### src/verilog/rssp_consts.svh
`ifndef RSSP_CONSTS_SVH
`define RSSP_CONSTS_SVH
// Overview of operation
// - At reset release the bus-mode strap is caught: high selects EEPROM master, low SMBus slave.
// - After reset with status output enabled, the bus-mode pin shows upstream suspend, high when suspended.
// - At reset release the power strap is caught: low enables power switching.
// - The caught power strap level also initialises the charge-mode limit bit.
// - Automatic charging with limit bit 0 allows every divider charging profile.
// - Automatic charging with limit bit 1 allows only the highest-current profile.
// - In SMBus mode slave address bit 1 comes from the caught power strap level.
// - After reset with status output enabled, the power pin is high while connected to a fast port.
// - At reset release the polarity strap is caught: 0 makes power outputs active low, 1 active high.
// - With full power management the four per-port power outputs control downstream power.
// - An auto-charge strap caught low enables automatic mode on charge-enabled ports while unconnected.
// - In SMBus mode the serial pins act as slave to a host, otherwise they serve an EEPROM.
// - In SMBus mode slave address bit 2 comes from the caught ganged-mode strap.
`define RSSP_NPORTS      4
`define RSSP_FILL_DONE   2'h3
`define RSSP_PROFILE_ALL 2'h0
`define RSSP_PROFILE_MAX 2'h1
`define RSSP_PROFILE_OFF 2'h2
`endif

### src/verilog/rssp_pkg.sv
package rssp_pkg;
  typedef struct packed {
    logic bus_mode_strap;
    logic power_mgmt_strap_n;
    logic power_ctrl_polarity_strap;
    logic auto_charge_strap_n;
    logic slave_addr_bit2_strap;
  } rssp_straps_t;
  typedef enum logic [1:0] {
    RSSP_ST_RESET   = 2'h1,
    RSSP_ST_RUN     = 2'h2
  } rssp_state_t;
endpackage

### src/verilog/rssp_top.sv
`include "rssp_consts.svh"
module rssp_top
  import rssp_pkg::*;
(
  // clock and reset
  input  wire logic                       mclk,
  input  wire logic                       rstn,
  // dual-purpose pins, seen through pad input buffers
  input  wire logic                       bus_mode_pin_i,
  output logic                            bus_mode_pin_o,
  output logic                            bus_mode_pin_oe,
  input  wire logic                       power_mgmt_pin_i,
  output logic                            power_mgmt_pin_o,
  output logic                            power_mgmt_pin_oe,
  input  wire logic                       polarity_pin_i,
  input  wire logic                       auto_charge_pin_i,
  input  wire logic                       ganged_pin_i,
  // configuration and status from the hub core
  input  wire logic                       status_output_enable,
  input  wire logic                       ss_suspended,
  input  wire logic                       ss_connected,
  input  wire logic                       hub_connected,
  input  wire logic [`RSSP_NPORTS-1:0]    charge_enable_strap,
  input  wire logic [`RSSP_NPORTS-1:0]    port_power_on,
  // outputs
  output logic [`RSSP_NPORTS-1:0]         port_power_ctrl,
  output logic                            straps_valid,
  output logic                            smbus_slave_mode,
  output logic                            power_switching_en,
  output logic                            charge_mode_limit_bit,
  output logic [`RSSP_NPORTS-1:0]         auto_mode_en,
  output logic [1:0]                      divider_charge_profile,
  output logic [1:0]                      slave_addr_bits
);
  logic [1:0]   rst_sync_q;
  logic         rst_n;
  rssp_straps_t pin_s1_q, pin_s2_q, pin_s3_q;
  rssp_straps_t pin_live;
  rssp_straps_t straps_q, straps_d;
  rssp_state_t  state_q, state_d;
  logic [`RSSP_NPORTS-1:0] pwr_q, pwr_d;
  logic         bm_o_q, bm_o_d, pm_o_q, pm_o_d;

  always_ff @(posedge mclk or negedge rstn) begin
    if (!rstn) begin
      rst_sync_q <= 2'h0;
    end else begin
      rst_sync_q <= {rst_sync_q[0], 1'b1};
    end
  end
  assign rst_n = rst_sync_q[1];

  assign pin_live = '{bus_mode_strap:            bus_mode_pin_i,
                      power_mgmt_strap_n:        power_mgmt_pin_i,
                      power_ctrl_polarity_strap: polarity_pin_i,
                      auto_charge_strap_n:       auto_charge_pin_i,
                      slave_addr_bit2_strap:     ganged_pin_i};

  // pins are asynchronous; three stages, stages two and three must agree
  always_ff @(posedge mclk or negedge rst_n) begin
    if (!rst_n) begin
      pin_s1_q <= '0;
      pin_s2_q <= '0;
      pin_s3_q <= '0;
    end else begin
      pin_s1_q <= pin_live;
      pin_s2_q <= pin_s1_q;
      pin_s3_q <= pin_s2_q;
    end
  end

  // catch waits for the synchroniser to fill after release
  logic [1:0] fill_q, fill_d;
  always_comb begin
    state_d = state_q;
    straps_d = straps_q;
    fill_d = fill_q;
    case (state_q)
      RSSP_ST_RESET: begin
        if (fill_q != `RSSP_FILL_DONE) begin
          fill_d = fill_q + 2'h1;
        end else if (pin_s2_q == pin_s3_q) begin
          straps_d = pin_s3_q;
          state_d = RSSP_ST_RUN;
        end
      end
      RSSP_ST_RUN: begin
        state_d = RSSP_ST_RUN;
      end
      default: begin
        state_d = RSSP_ST_RESET;
      end
    endcase
  end

  always_ff @(posedge mclk or negedge rst_n) begin
    if (!rst_n) begin
      state_q  <= RSSP_ST_RESET;
      straps_q <= '0;
      fill_q   <= 2'h0;
    end else begin
      state_q  <= state_d;
      straps_q <= straps_d;
      fill_q   <= fill_d;
    end
  end

  assign straps_valid          = (state_q == RSSP_ST_RUN);
  assign smbus_slave_mode      = straps_valid & ~straps_q.bus_mode_strap;
  assign power_switching_en    = straps_valid & ~straps_q.power_mgmt_strap_n;
  assign charge_mode_limit_bit = straps_q.power_mgmt_strap_n;
  assign slave_addr_bits = smbus_slave_mode ?
                           {straps_q.slave_addr_bit2_strap, straps_q.power_mgmt_strap_n} : 2'h0;

  // board must keep power management on for charge ports; no check here
  always_comb begin
    for (int i = 0; i < `RSSP_NPORTS; i++) begin
      auto_mode_en[i] = straps_valid & ~straps_q.auto_charge_strap_n
                        & charge_enable_strap[i] & ~hub_connected;
    end
    if (!straps_valid || straps_q.auto_charge_strap_n) begin
      divider_charge_profile = `RSSP_PROFILE_OFF;
    end else if (charge_mode_limit_bit) begin
      divider_charge_profile = `RSSP_PROFILE_MAX;
    end else begin
      divider_charge_profile = `RSSP_PROFILE_ALL;
    end
  end

  always_comb begin
    // off level follows polarity; once straps are caught, disabled switching holds ports at off; before that all outputs are 0
    for (int i = 0; i < `RSSP_NPORTS; i++) begin
      pwr_d[i] = (power_switching_en & port_power_on[i])
                 ~^ straps_q.power_ctrl_polarity_strap;
    end
    if (!straps_valid) begin
      pwr_d = '0;
    end
    bm_o_d = ss_suspended;
    pm_o_d = ss_connected;
  end

  always_ff @(posedge mclk or negedge rst_n) begin
    if (!rst_n) begin
      pwr_q  <= '0;
      bm_o_q <= 1'b0;
      pm_o_q <= 1'b0;
    end else begin
      pwr_q  <= pwr_d;
      bm_o_q <= bm_o_d;
      pm_o_q <= pm_o_d;
    end
  end

  assign port_power_ctrl   = pwr_q;
  assign bus_mode_pin_o    = bm_o_q;
  assign power_mgmt_pin_o  = pm_o_q;
  // both status pins share one enable decode, so they can never disagree
  function automatic logic status_drive(input logic valid, input logic enable);
    return valid & enable;
  endfunction
  assign bus_mode_pin_oe   = status_drive(straps_valid, status_output_enable);
  assign power_mgmt_pin_oe = status_drive(straps_valid, status_output_enable);
endmodule

### config.mk
export PLATFORM = sky130hd
export DESIGN_NAME = rssp_top
export DESIGN_NICKNAME = d
export VERILOG_FILES = /design/src/verilog/rssp_pkg.sv /design/src/verilog/rssp_top.sv
export VERILOG_INCLUDE_DIRS = /design/src /design/src/verilog
export SDC_FILE = /design/constraint.sdc
export NUM_CORES = 1
export LEC_CHECK = 0
export BUFFER_PORTS_ARGS = -buffer_cell sky130_fd_sc_hd__buf_2
export CAP_MARGIN = 20
export CORE_UTILIZATION = 48
export CTS_BUF_LIST = sky130_fd_sc_hd__clkbuf_16
export CTS_CLUSTER_DIAMETER = 50
export CTS_CLUSTER_SIZE = 25
export DETAILED_ROUTE_END_ITERATION = 16
export GPL_TIMING_DRIVEN = 1
export HOLD_SLACK_MARGIN = 0.08
export PLACE_DENSITY = 0.75
export SETUP_SLACK_MARGIN = 0.5
export SLEW_MARGIN = 5
export SYNTH_ARGS = -nofsm -noshare
export SYNTH_HDL_FRONTEND = slang
export SYNTH_SLANG_ARGS = --single-unit
### constraint.sdc
create_clock -name mclk -period 1.7 [get_ports mclk]
set_clock_uncertainty 0.2 [all_clocks]
set_input_delay 0.17 -clock mclk [delete_from_list [all_inputs] [get_ports mclk]]
set_output_delay 0.17 -clock mclk [all_outputs]
set_load 0.02 [all_outputs]
==> flow_summary.ini, run 1 <==
[run_status]
outcome = finished, violations left
violations = negative setup slack

[clock_network]
cts_buffers = 5
clk_pin_slew_ns = 0.05
clock_latency_ns = 0.27
cts_buffer_depth = 2
clock_sinks = 32
cts_tree = built
root_buffer = clkbuf_16
htreeDepth = 2

[final_layout]
stdcell_count = 181
drive_gt1_share_pct = 56.21
final_common_cell = dfrtp_1
area_growth_pct = 65.25
nets = 174
antennaDiodeCount = 0
nFillCells = 101
mostFrequentLayoutCells = dfrtp_1, buf_2, buf_6

[logic_synthesis]
ys.warnings.count = 0
synth_fp_nets = 107
synth_top_area_share_pct = 64.12
synthMuxAreaShare_pct = 8.893
ys_seq_elements = 32
syn_area_um2 = 1210
synth-adder-area-share_pct = 3.102
yosysUniqueCellTypes = 22
synth-simple-area-share_pct = 9.721
yosysTopAreaCell = dfrtp_1
avgSynthCellArea_um2 = 14.23
synth_top_family_by_area = simple AND/OR/NAND/NOR gates
synthTopCellsByArea = dfrtp_1, mux2_4, xnor2_1
synth_compound_area_share_pct = 4.550
synthCells = 85
synth_xor_area_share_pct = 4.343
ys_seq_area_share_pct = 66.29

[power_and_ir_drop]
pwr-share-clk_pct = 29.3
p_switching_mw = 0.9981
vdd_drop_max_v = 0.001374
switching_share_pct = 30.06
p_comb_share_pct = 39.3
leakagePower_nw = 0.9901
intPower_mw = 2.322
finalPower_mw = 3.320
p_seq_share_pct = 31.4
power_density_nw_per_um2 = 1661

[timing]
hold_viol = 0
rsz0062_at_grt = yes
final_critical_path_setup_slack_ns = -0.1309
clock.fmax_ghz = 0.5462
finalSetupViolCount = 18
period_share_pct = 107.7
drv_slew = 0
layout_min_cycle_time_ns = 1.831

[routing]
vias = 867
drtAntennaViolNets = 0
drt-vias-per-instance = 4.790
drt_pass1_iterations = 2
routedWlPerCell_um = 13.24
drcViolationCount = 0
dr.first_iter.drc_count = 5
wirelength_um = 2397

[setup_path]
crit_required_ns = 1.33
endpoint_kind = primary output
path_delay_family = flip-flops
worstPathBufferInverterCount = 2
critical-path-max-stage-delay_ns = 0.56
regToRegSetupSlack_ns = -0.11
worstPathArrival_ns = 1.46
path_class = reg2out
rr_worst_depth = 4
timing.rr.start = fill_q[1]
worst_path_max_delay_cell = dfstp_2
cp-start-kind = register
path_cells = inv_2, ha_4, nor2b_4, and2_4, buf_6
path_max_fanout = 6
timing.rr.end = straps_q[2]

[floorplanning]
core_area_um2 = 2297
dieArea_um2 = 2725
die_w_um = 52.21
io_pins = 39
start_util_pct = 52.67
rows = 17
fp.dieH_um = 52.21

[hold_path]
hold_path.class = reg2async

[run]
drv_cap = 0

[global_routing]
grt_antenna_before_repair = 0
grt_use_total_pct = 19.69
grt_pass1_wl_um = 3574
grt_pass1_vias = 873
grt_max_degree = 28
gr-total-overflow = 0

[place]
gp_congestion = 0.6628
port_buffers = 38
dp.cells = 153
-- final cells by class --
cell class	instances	area, um^2	share of cell area, %
clock buffers	5	125.1	6.258
clock inverters	3	37.54	1.877
inverters	4	17.52	0.8761
multi-input cells	47	489.2	24.47
flip-flops and latches	32	803.3	40.18
well taps	28	35.03	1.752
repair buffers	62	491.7	24.59
-- through the flow --
step	hold WS, ns	TNS, ns	cell area (um^2)	util [%]	setup WS, ns
after floorplan	-0.3256	-0.3975	1282	-	-0.07951
after global placement	-0.2447	-0.6146	1519	66.12	-0.1231
after detailed placement	-0.2421	-0.7431	1519	66.12	-0.1580
after CTS	0.08038	-1.691	1962	85.40	-0.1328
after global routing	0.1071	-2.809	1999	87.04	-0.1860
final	0.05024	-1.740	1999	87.04	-0.1309
-- worst register-to-register path, cell delays in order (launching register included) --
cell and delay (ns):
dfrtp_1 0.35, ha_1 0.21, nand2_1 0.13, or3_4 0.47, mux2_4 0.33
-- sequential cells by signal (all words and copies together), names as in the netlist --
name / cells
pin_s2_q: 5
pin_s3_q: 5
bus_mode_pin_o: 1
port_power_ctrl: 4
state_q: 2
power_mgmt_pin_o: 1
straps_q: 4
rst_sync_q: 2
pin_s1_q: 5
charge_mode_limit_bit: 1
fill_q: 2
-- how the worst max path moves through the flow --
stage	from	to	slack (ns)	cells past startpoint
2_1_floorplan	state_q[0]	charge_mode_limit_bit	-0.08	5
3_3_place_gp	state_q[0]	straps_q[2]	-0.12	4
3_5_place_dp	state_q[0]	straps_q[2]	-0.16	4
4_1_cts	state_q[0]	slave_addr_bits[0]	-0.13	5
5_1_grt	state_q[0]	bus_mode_pin_oe	-0.19	5
6_report	state_q[0]	slave_addr_bits[0]	-0.13	5
-- power groups by stage --
stage,registers [mW],logic [mW],clock network [mW]
after global placement,1.03,0.919,0
after detailed placement,1.04,0.950,0
after CTS,1.04,1.22,0.986
after floorplan,1.09,0.643,0
after global routing,1.06,1.39,1.02
final,1.04,1.30,0.972
-- synth_stat cells (all sizes together) --
master   n
dfrtp   31
and2     7
mux2     7
xnor2    6
a21oi    4
and3     4
inv      4
o21a     4
ha       3
buf      2
nand2b   2
nor2     2
nor2b    2
conb     1
dfstp    1
mux2i    1
nand2    1
nand4    1
o21ai    1
or3      1
-- routing by layer --
| metal | wire [um] | GRT usage (%) |
|---|---|---|
| met4 | 56 | 9.211 |
| met5 | 0 | 0 |
| met1 | 920 | 19.53 |
| met3 | 174 | 7.246 |
| met2 | 1247 | 35.90 |
-- logic make-up after synthesis --
family | Yosys count
other | 1
flip-flops | 32
XOR/XNOR | 6
buffers and inverters | 6
AO/OA/AOI/OAI | 9
multiplexers | 8
adder cells (fa/ha/maj) | 3
AND/OR/NAND/NOR | 20
-- timing repair --
item                                    CTS  global route
endpoints found under the setup margin   27            27
resized for setup                        36             6
buffers inserted                          5             2
pin swaps                                 4             1
endpoints found under the hold margin    15             0
hold buffers                             13             0
Power figures use the tool's default switching activity.
==> run 2: changes to the inputs <==
Settings changed: ABC_AREA set to 1, CORE_UTILIZATION 48 to 50, PLACE_DENSITY 0.75 to 0.76.
==> run 2 against run 1 <==
  * The flow still finishes with violations (negative setup slack)
  * Count of clock-buffer cells in the layout unchanged
  * Sequential share of layout area down 3.7 points
  * Sequential power about the same
  * Maximum frequency about the same
  * Worst hold slack worse by 0.0012 ns
  * First-iteration DRC count rose to 3.4 times the previous value
  * Critical path depth up 1
  * Wire length up 47%
  * Worst setup slack better by 0.00080 ns
  * Total power down 0.93%
  * Largest cell class unchanged
==> flow_summary.ini, run 2 <==
[clock_network]
root_buffer = clkbuf_16
cts_buffer_depth = 2
clock_latency_ns = 0.27
htreeDepth = 2
cts_tree = built
clk_pin_slew_ns = 0.05
clock_sinks = 32
cts_buffers = 5

[final_layout]
nets = 229
area_growth_pct = 62.66
mostFrequentLayoutCells = nand2_1, dfrtp_1, buf_2
nFillCells = 107
largestRegisters = pin_s1_q x5, pin_s2_q x5, pin_s3_q x5
antennaDiodeCount = 0
final_area_um2 = 2202
drive_gt1_share_pct = 51.92

[timing]
final_critical_path_setup_slack_ns = -0.1301
layout_min_cycle_time_ns = 1.830
clock.fmax_ghz = 0.5464
period_share_pct = 107.7
finalSetupViolCount = 13
rsz0062_at_grt = yes
drv_slew = 0
hold_viol = 0

[setup_path]
path_class = reg2out
crit_required_ns = 1.33
timing.rr.start = fill_q[0]
cp-start-kind = register
rr_worst_depth = 8
endpoint_kind = primary output
regToRegSetupSlack_ns = 0.14
path_max_fanout = 6
timing.rr.end = straps_q[4]
worstPathArrival_ns = 1.46

[global_routing]
grt_use_total_pct = 22.28
gr-total-overflow = 0
grt_max_degree = 31
grt_pass1_vias = 1077
grt_antenna_before_repair = 0
grt_pass1_wl_um = 4271

[routing]
drt_pass1_iterations = 4
vias = 1196
dr.first_iter.drc_count = 17
drt-vias-per-instance = 5.025
drtAntennaViolNets = 0
routedWlPerCell_um = 14.83
wirelength_um = 3530
drcViolationCount = 0

[floorplanning]
io_pins = 39
dieArea_um2 = 2920
core_area_um2 = 2522
start_util_pct = 53.67
fp.dieH_um = 54.04
rows = 18
die_w_um = 54.04

[place]
port_buffers = 38
gp_congestion = 0.7507
dp_slack_ns = 0.1239
place_area_um2 = 1680
hpwl_um = 1702

[logic_synthesis]
post-synth-top-count-cell = nand2_1
synth_common_cells = nand2_1, dfrtp_1, inv_1
synthCells = 137
async_reset_ff_share_pct = 100.0
ys_seq_area_share_pct = 59.24
synthFlopType = dfrtp_1
synth_edf_count = 0
synth_fp_nets = 159
yosysUniqueCellTypes = 25
syn_area_um2 = 1354
ys.warnings.count = 0
yosysTopAreaCell = dfrtp_1
avgSynthCellArea_um2 = 9.882
synthTopCellsByArea = dfrtp_1, nand2_1, inv_1
ys_seq_elements = 32
synth_top_area_share_pct = 57.30

[run]
drv_cap = 0

[power_and_ir_drop]
leakagePower_nw = 1.120
finalPower_mw = 3.289
vdd_drop_max_v = 0.001310
power_density_nw_per_um2 = 1494

[run_status]
outcome = finished, violations left
violations = negative setup slack

[hold_path]
hold_path.class = reg2async
run 2: cell types whose count changed in the layout (fill, tap and decap cells not counted), moves of 5 or more:
cell / change
and2_4: -7
buf_4: +5
inv_1: +13
mux2_4: -6
nand2_1: +29
nand2_2: +13
nor2_4: +7
run 2: worst max-delay path by stage:
stage               startpoint           endpoint  depth (start not counted)
floorplan           state_q[0]    auto_mode_en[2]                          6
global placement    state_q[0]    auto_mode_en[2]                          7
detailed placement  state_q[0]    auto_mode_en[2]                          7
CTS                 state_q[0]    auto_mode_en[1]                          7
global route        state_q[0]  power_mgmt_pin_oe                          6
finish              state_q[0]  power_mgmt_pin_oe                          6
run 2: power breakdown:
group	switching [mW]	leakage [nW]	total, mW	internal [mW]
sequential	0.144	0.379	1.05	0.905
clock	0.282	0.0738	0.806	0.524
combinational	0.792	0.667	1.44	0.644
total	1.22	1.12	3.29	2.07
run 2: final cells by class:
type	instances	area, um^2	area share, %
clock buffer	5	125.1	5.682
clock inverter	3	11.26	0.5114
inverter	19	78.83	3.580
multi-input combinational	83	613.1	27.84
sequential	32	803.3	36.48
tap	30	37.54	1.705
timing repair buffer	66	533.0	24.20
run 2: critical path, stage by stage (launching register included):
cell and delay, ns:
dfstp_2 0.53, inv_2 0.05, ha_4 0.17, buf_4 0.17, nand2_2 0.07, inv_2 0.04, buf_4 0.15
run 2: metal layers:
layer  part of all wire, %  up-vias  GRT usage, %
met2                    53       50         41.56
met1                    39      573         20.63
met3                   5.6       11         10.17
met5                     0        -             0
li1                      -      562             -
met4                   2.7        0         8.974
run 2: cells by family after synthesis:
family	Yosys count	share of synthesized area (%)
adder cells (fa/ha/maj)	3	2.773
flip-flops	32	59.24
XOR/XNOR	1	0.6471
AND/OR/NAND/NOR	68	25.69
AO/OA/AOI/OAI	9	3.327
multiplexers	1	0.8317
other	1	0.2770
buffers and inverters	22	7.209
run 2: what timing repair did:
| action | in CTS | in global routing |
|---|---|---|
| endpoints found under the setup margin | 27 | 27 |
| pin swaps | 12 | 5 |
| buffers inserted | 7 | 5 |
| endpoints found under the hold margin | 42 | 0 |
| gates resized for setup | 32 | 19 |
| hold buffers | 13 | 0 |
run 2: through the flow:
step                TNS [ns]  cells  util [%]  hold slack (ns)
floorplan                  0    137         -          -0.3256
global placement           0    205     66.62          -0.2437
detailed placement         0    205     66.62          -0.2406
CTS                  -0.5903    233     83.58          0.05679
global route          -1.388    238     87.30          0.09673
finish               -0.9949    238     87.30          0.04907
==> run 3: changes to the inputs <==
Settings changed: ABC_AREA 1 to unset, CELL_PAD_IN_SITES_DETAIL_PLACEMENT set to 1, CELL_PAD_IN_SITES_GLOBAL_PLACEMENT set to 2, CORE_UTILIZATION 50 to 32.
==> run 3 against run 2 <==
  * The flow finishes with violations (negative hold slack, negative setup slack)
  * Global-route usage shrank 7.0 points
  * Via count shrank 24%
  * Core utilization shrank 29 points
  * Non-clock buffer count is the same
  * Wire length shrank 23%
  * Sequential power is essentially flat
  * Sequential share of layout area grew 3.2 points
  * Combinational power shrank 8%
  * Final cell count shrank 15%
  * Worst hold slack lost 0.069 ns
  * Clock power shrank 0.5%
  * Critical path type unchanged
==> flow_summary.ini, run 3 (same netlist as run 1, synthesis figures left out) <==
[run_status]
outcome = finished, violations left
violations = negative hold slack, negative setup slack

[global_routing]
grt_pass1_vias = 968
grt_antenna_before_repair = 0
grt_use_total_pct = 15.33
grt_pass1_wl_um = 4567
grt_max_degree = 13
gr-total-overflow = 0

[floorplanning]
core_area_um2 = 3468
rows = 21
die_w_um = 63.49
io_pins = 39
fp.dieH_um = 63.49
dieArea_um2 = 4031
start_util_pct = 34.88

[routing]
wirelength_um = 2730
drt_pass1_iterations = 4
routedWlPerCell_um = 13.51
vias = 906
drtAntennaViolNets = 0
drt-vias-per-instance = 4.485
dr.first_iter.drc_count = 19
drcViolationCount = 0

[clock_network]
clock_sinks = 32
cts_buffers = 5
clock_latency_ns = 0.27
root_buffer = clkbuf_16
htreeDepth = 2
clk_pin_slew_ns = 0.05
cts_buffer_depth = 2
cts_tree = built
postCtsHoldBufs = 13

[timing]
setup_tns_ns = -1.889
period_share_pct = 108.8
finalSetupViolCount = 18
whs_ns = -0.01972
hold_viol = 9
clock.fmax_ghz = 0.5405
drv_slew = 0
layout_min_cycle_time_ns = 1.850
final_critical_path_setup_slack_ns = -0.1500
rsz0062_at_grt = yes

[final_layout]
largestRegisters = pin_s1_q x5, pin_s2_q x5, pin_s3_q x5
area_growth_pct = 67.53
mostFrequentLayoutCells = dfrtp_1, buf_2, buf_6
nets = 178
antennaDiodeCount = 0
final_common_cell = dfrtp_1
drive_gt1_share_pct = 56.41

[setup_path]
crit_required_ns = 1.33
worstPathArrival_ns = 1.48
worst_path_max_delay_cell = dfstp_2
path_cells = inv_2, ha_4, nor2b_4, and2_4, buf_6
cp-start-kind = register
critical-path-max-stage-delay_ns = 0.56
path_class = reg2out
endpoint_kind = primary output
path_max_fanout = 5

[power_and_ir_drop]
finalPower_mw = 3.166
vdd_drop_max_v = 0.001093
leakagePower_nw = 0.9972
power_density_nw_per_um2 = 1562

[hold_path]
hold_path.class = reg2async

[place]
hpwl_um = 1741
port_buffers = 38
gp_congestion = 0.6539

[run]
drv_cap = 0
-- run 3: cell count changes in the layout (fill, tap and decap cells not counted), sizes merged, moves of 5 or more --
cell   delta
nand2    -43
and2      +7
nor2     -10
mux2      +6
xnor2     +5
inv      -17
nand3     -5
-- run 3: routing by layer --
metal  wire [um]  GRT usage [%]  share of wire, %  up-vias
met1        1006          15.89                37      446
met5           0              0                 0        -
met4          23          5.114              0.84        0
met3         151          4.891               5.5        2
met2        1549          28.59                57       36
li1            -              -                 -      422
-- run 3: final timing paths --
kind | start | to | slack, ns | cells past startpoint
min reg2reg | rst_sync_q[1] | pin_s1_q[2] | -0.02 | 0
min in group mclk | port_power_on[0] | port_power_ctrl[0] | 0.09 | 3
max | state_q[0] | slave_addr_bits[0] | -0.15 | 5
min | rst_sync_q[1] | pin_s1_q[2] | -0.02 | 0
max in group asynchronous | rstn | rst_sync_q[1] | 0.62 | 3
max reg2reg | state_q[0] | straps_q[2] | -0.09 | 4
-- run 3: repair_timing --
action	in CTS	in global routing
buffers inserted	7	1
resized for setup	36	6
pin swaps	3	3
setup endpoints to repair	27	27
endpoints found under the hold margin	22	9
-- run 3: per-stage QoR --
| step | cell area (um^2) | util, % | cells | worst slack (ns) | hold slack [ns] |
|---|---|---|---|---|---|
| after global placement | 1564 | 45.09 | 174 | -0.1252 | -0.2452 |
| after detailed placement | 1564 | 45.09 | 174 | -0.1683 | -0.2424 |
| after CTS | 1996 | 57.54 | 201 | -0.1587 | 0.002850 |
| after global routing | 2027 | 58.44 | 202 | -0.1873 | 0.04723 |
| after floorplan | 1282 | - | 85 | -0.07951 | -0.3256 |
| final | 2027 | 58.44 | 202 | -0.1500 | -0.01972 |
-- run 3: worst max-delay path, delay by kind of cell (launching register included) --
| family | cells | cell delay [ns] |
|---|---|---|
| fa+ha+maj | 1 | 0.18 |
| buf+inv | 2 | 0.17 |
| flops | 1 | 0.56 |
| simple gates | 2 | 0.29 |
-- run 3: final cells by class --
type,instances,area [um^2]
multi-input combinational,47,489.2
fill,347,1441
timing repair buffer,66,529.3
clock inverter,2,7.507
clock buffer,5,125.1
inverter,4,15.01
sequential,32,803.3
tap,46,57.56
-- run 3: report_power, final --
part,switching [mW],internal (mW),leakage (nW)
Clock,0.280,0.521,0.0648
Combinational,0.576,0.745,0.553
Sequential,0.128,0.915,0.380
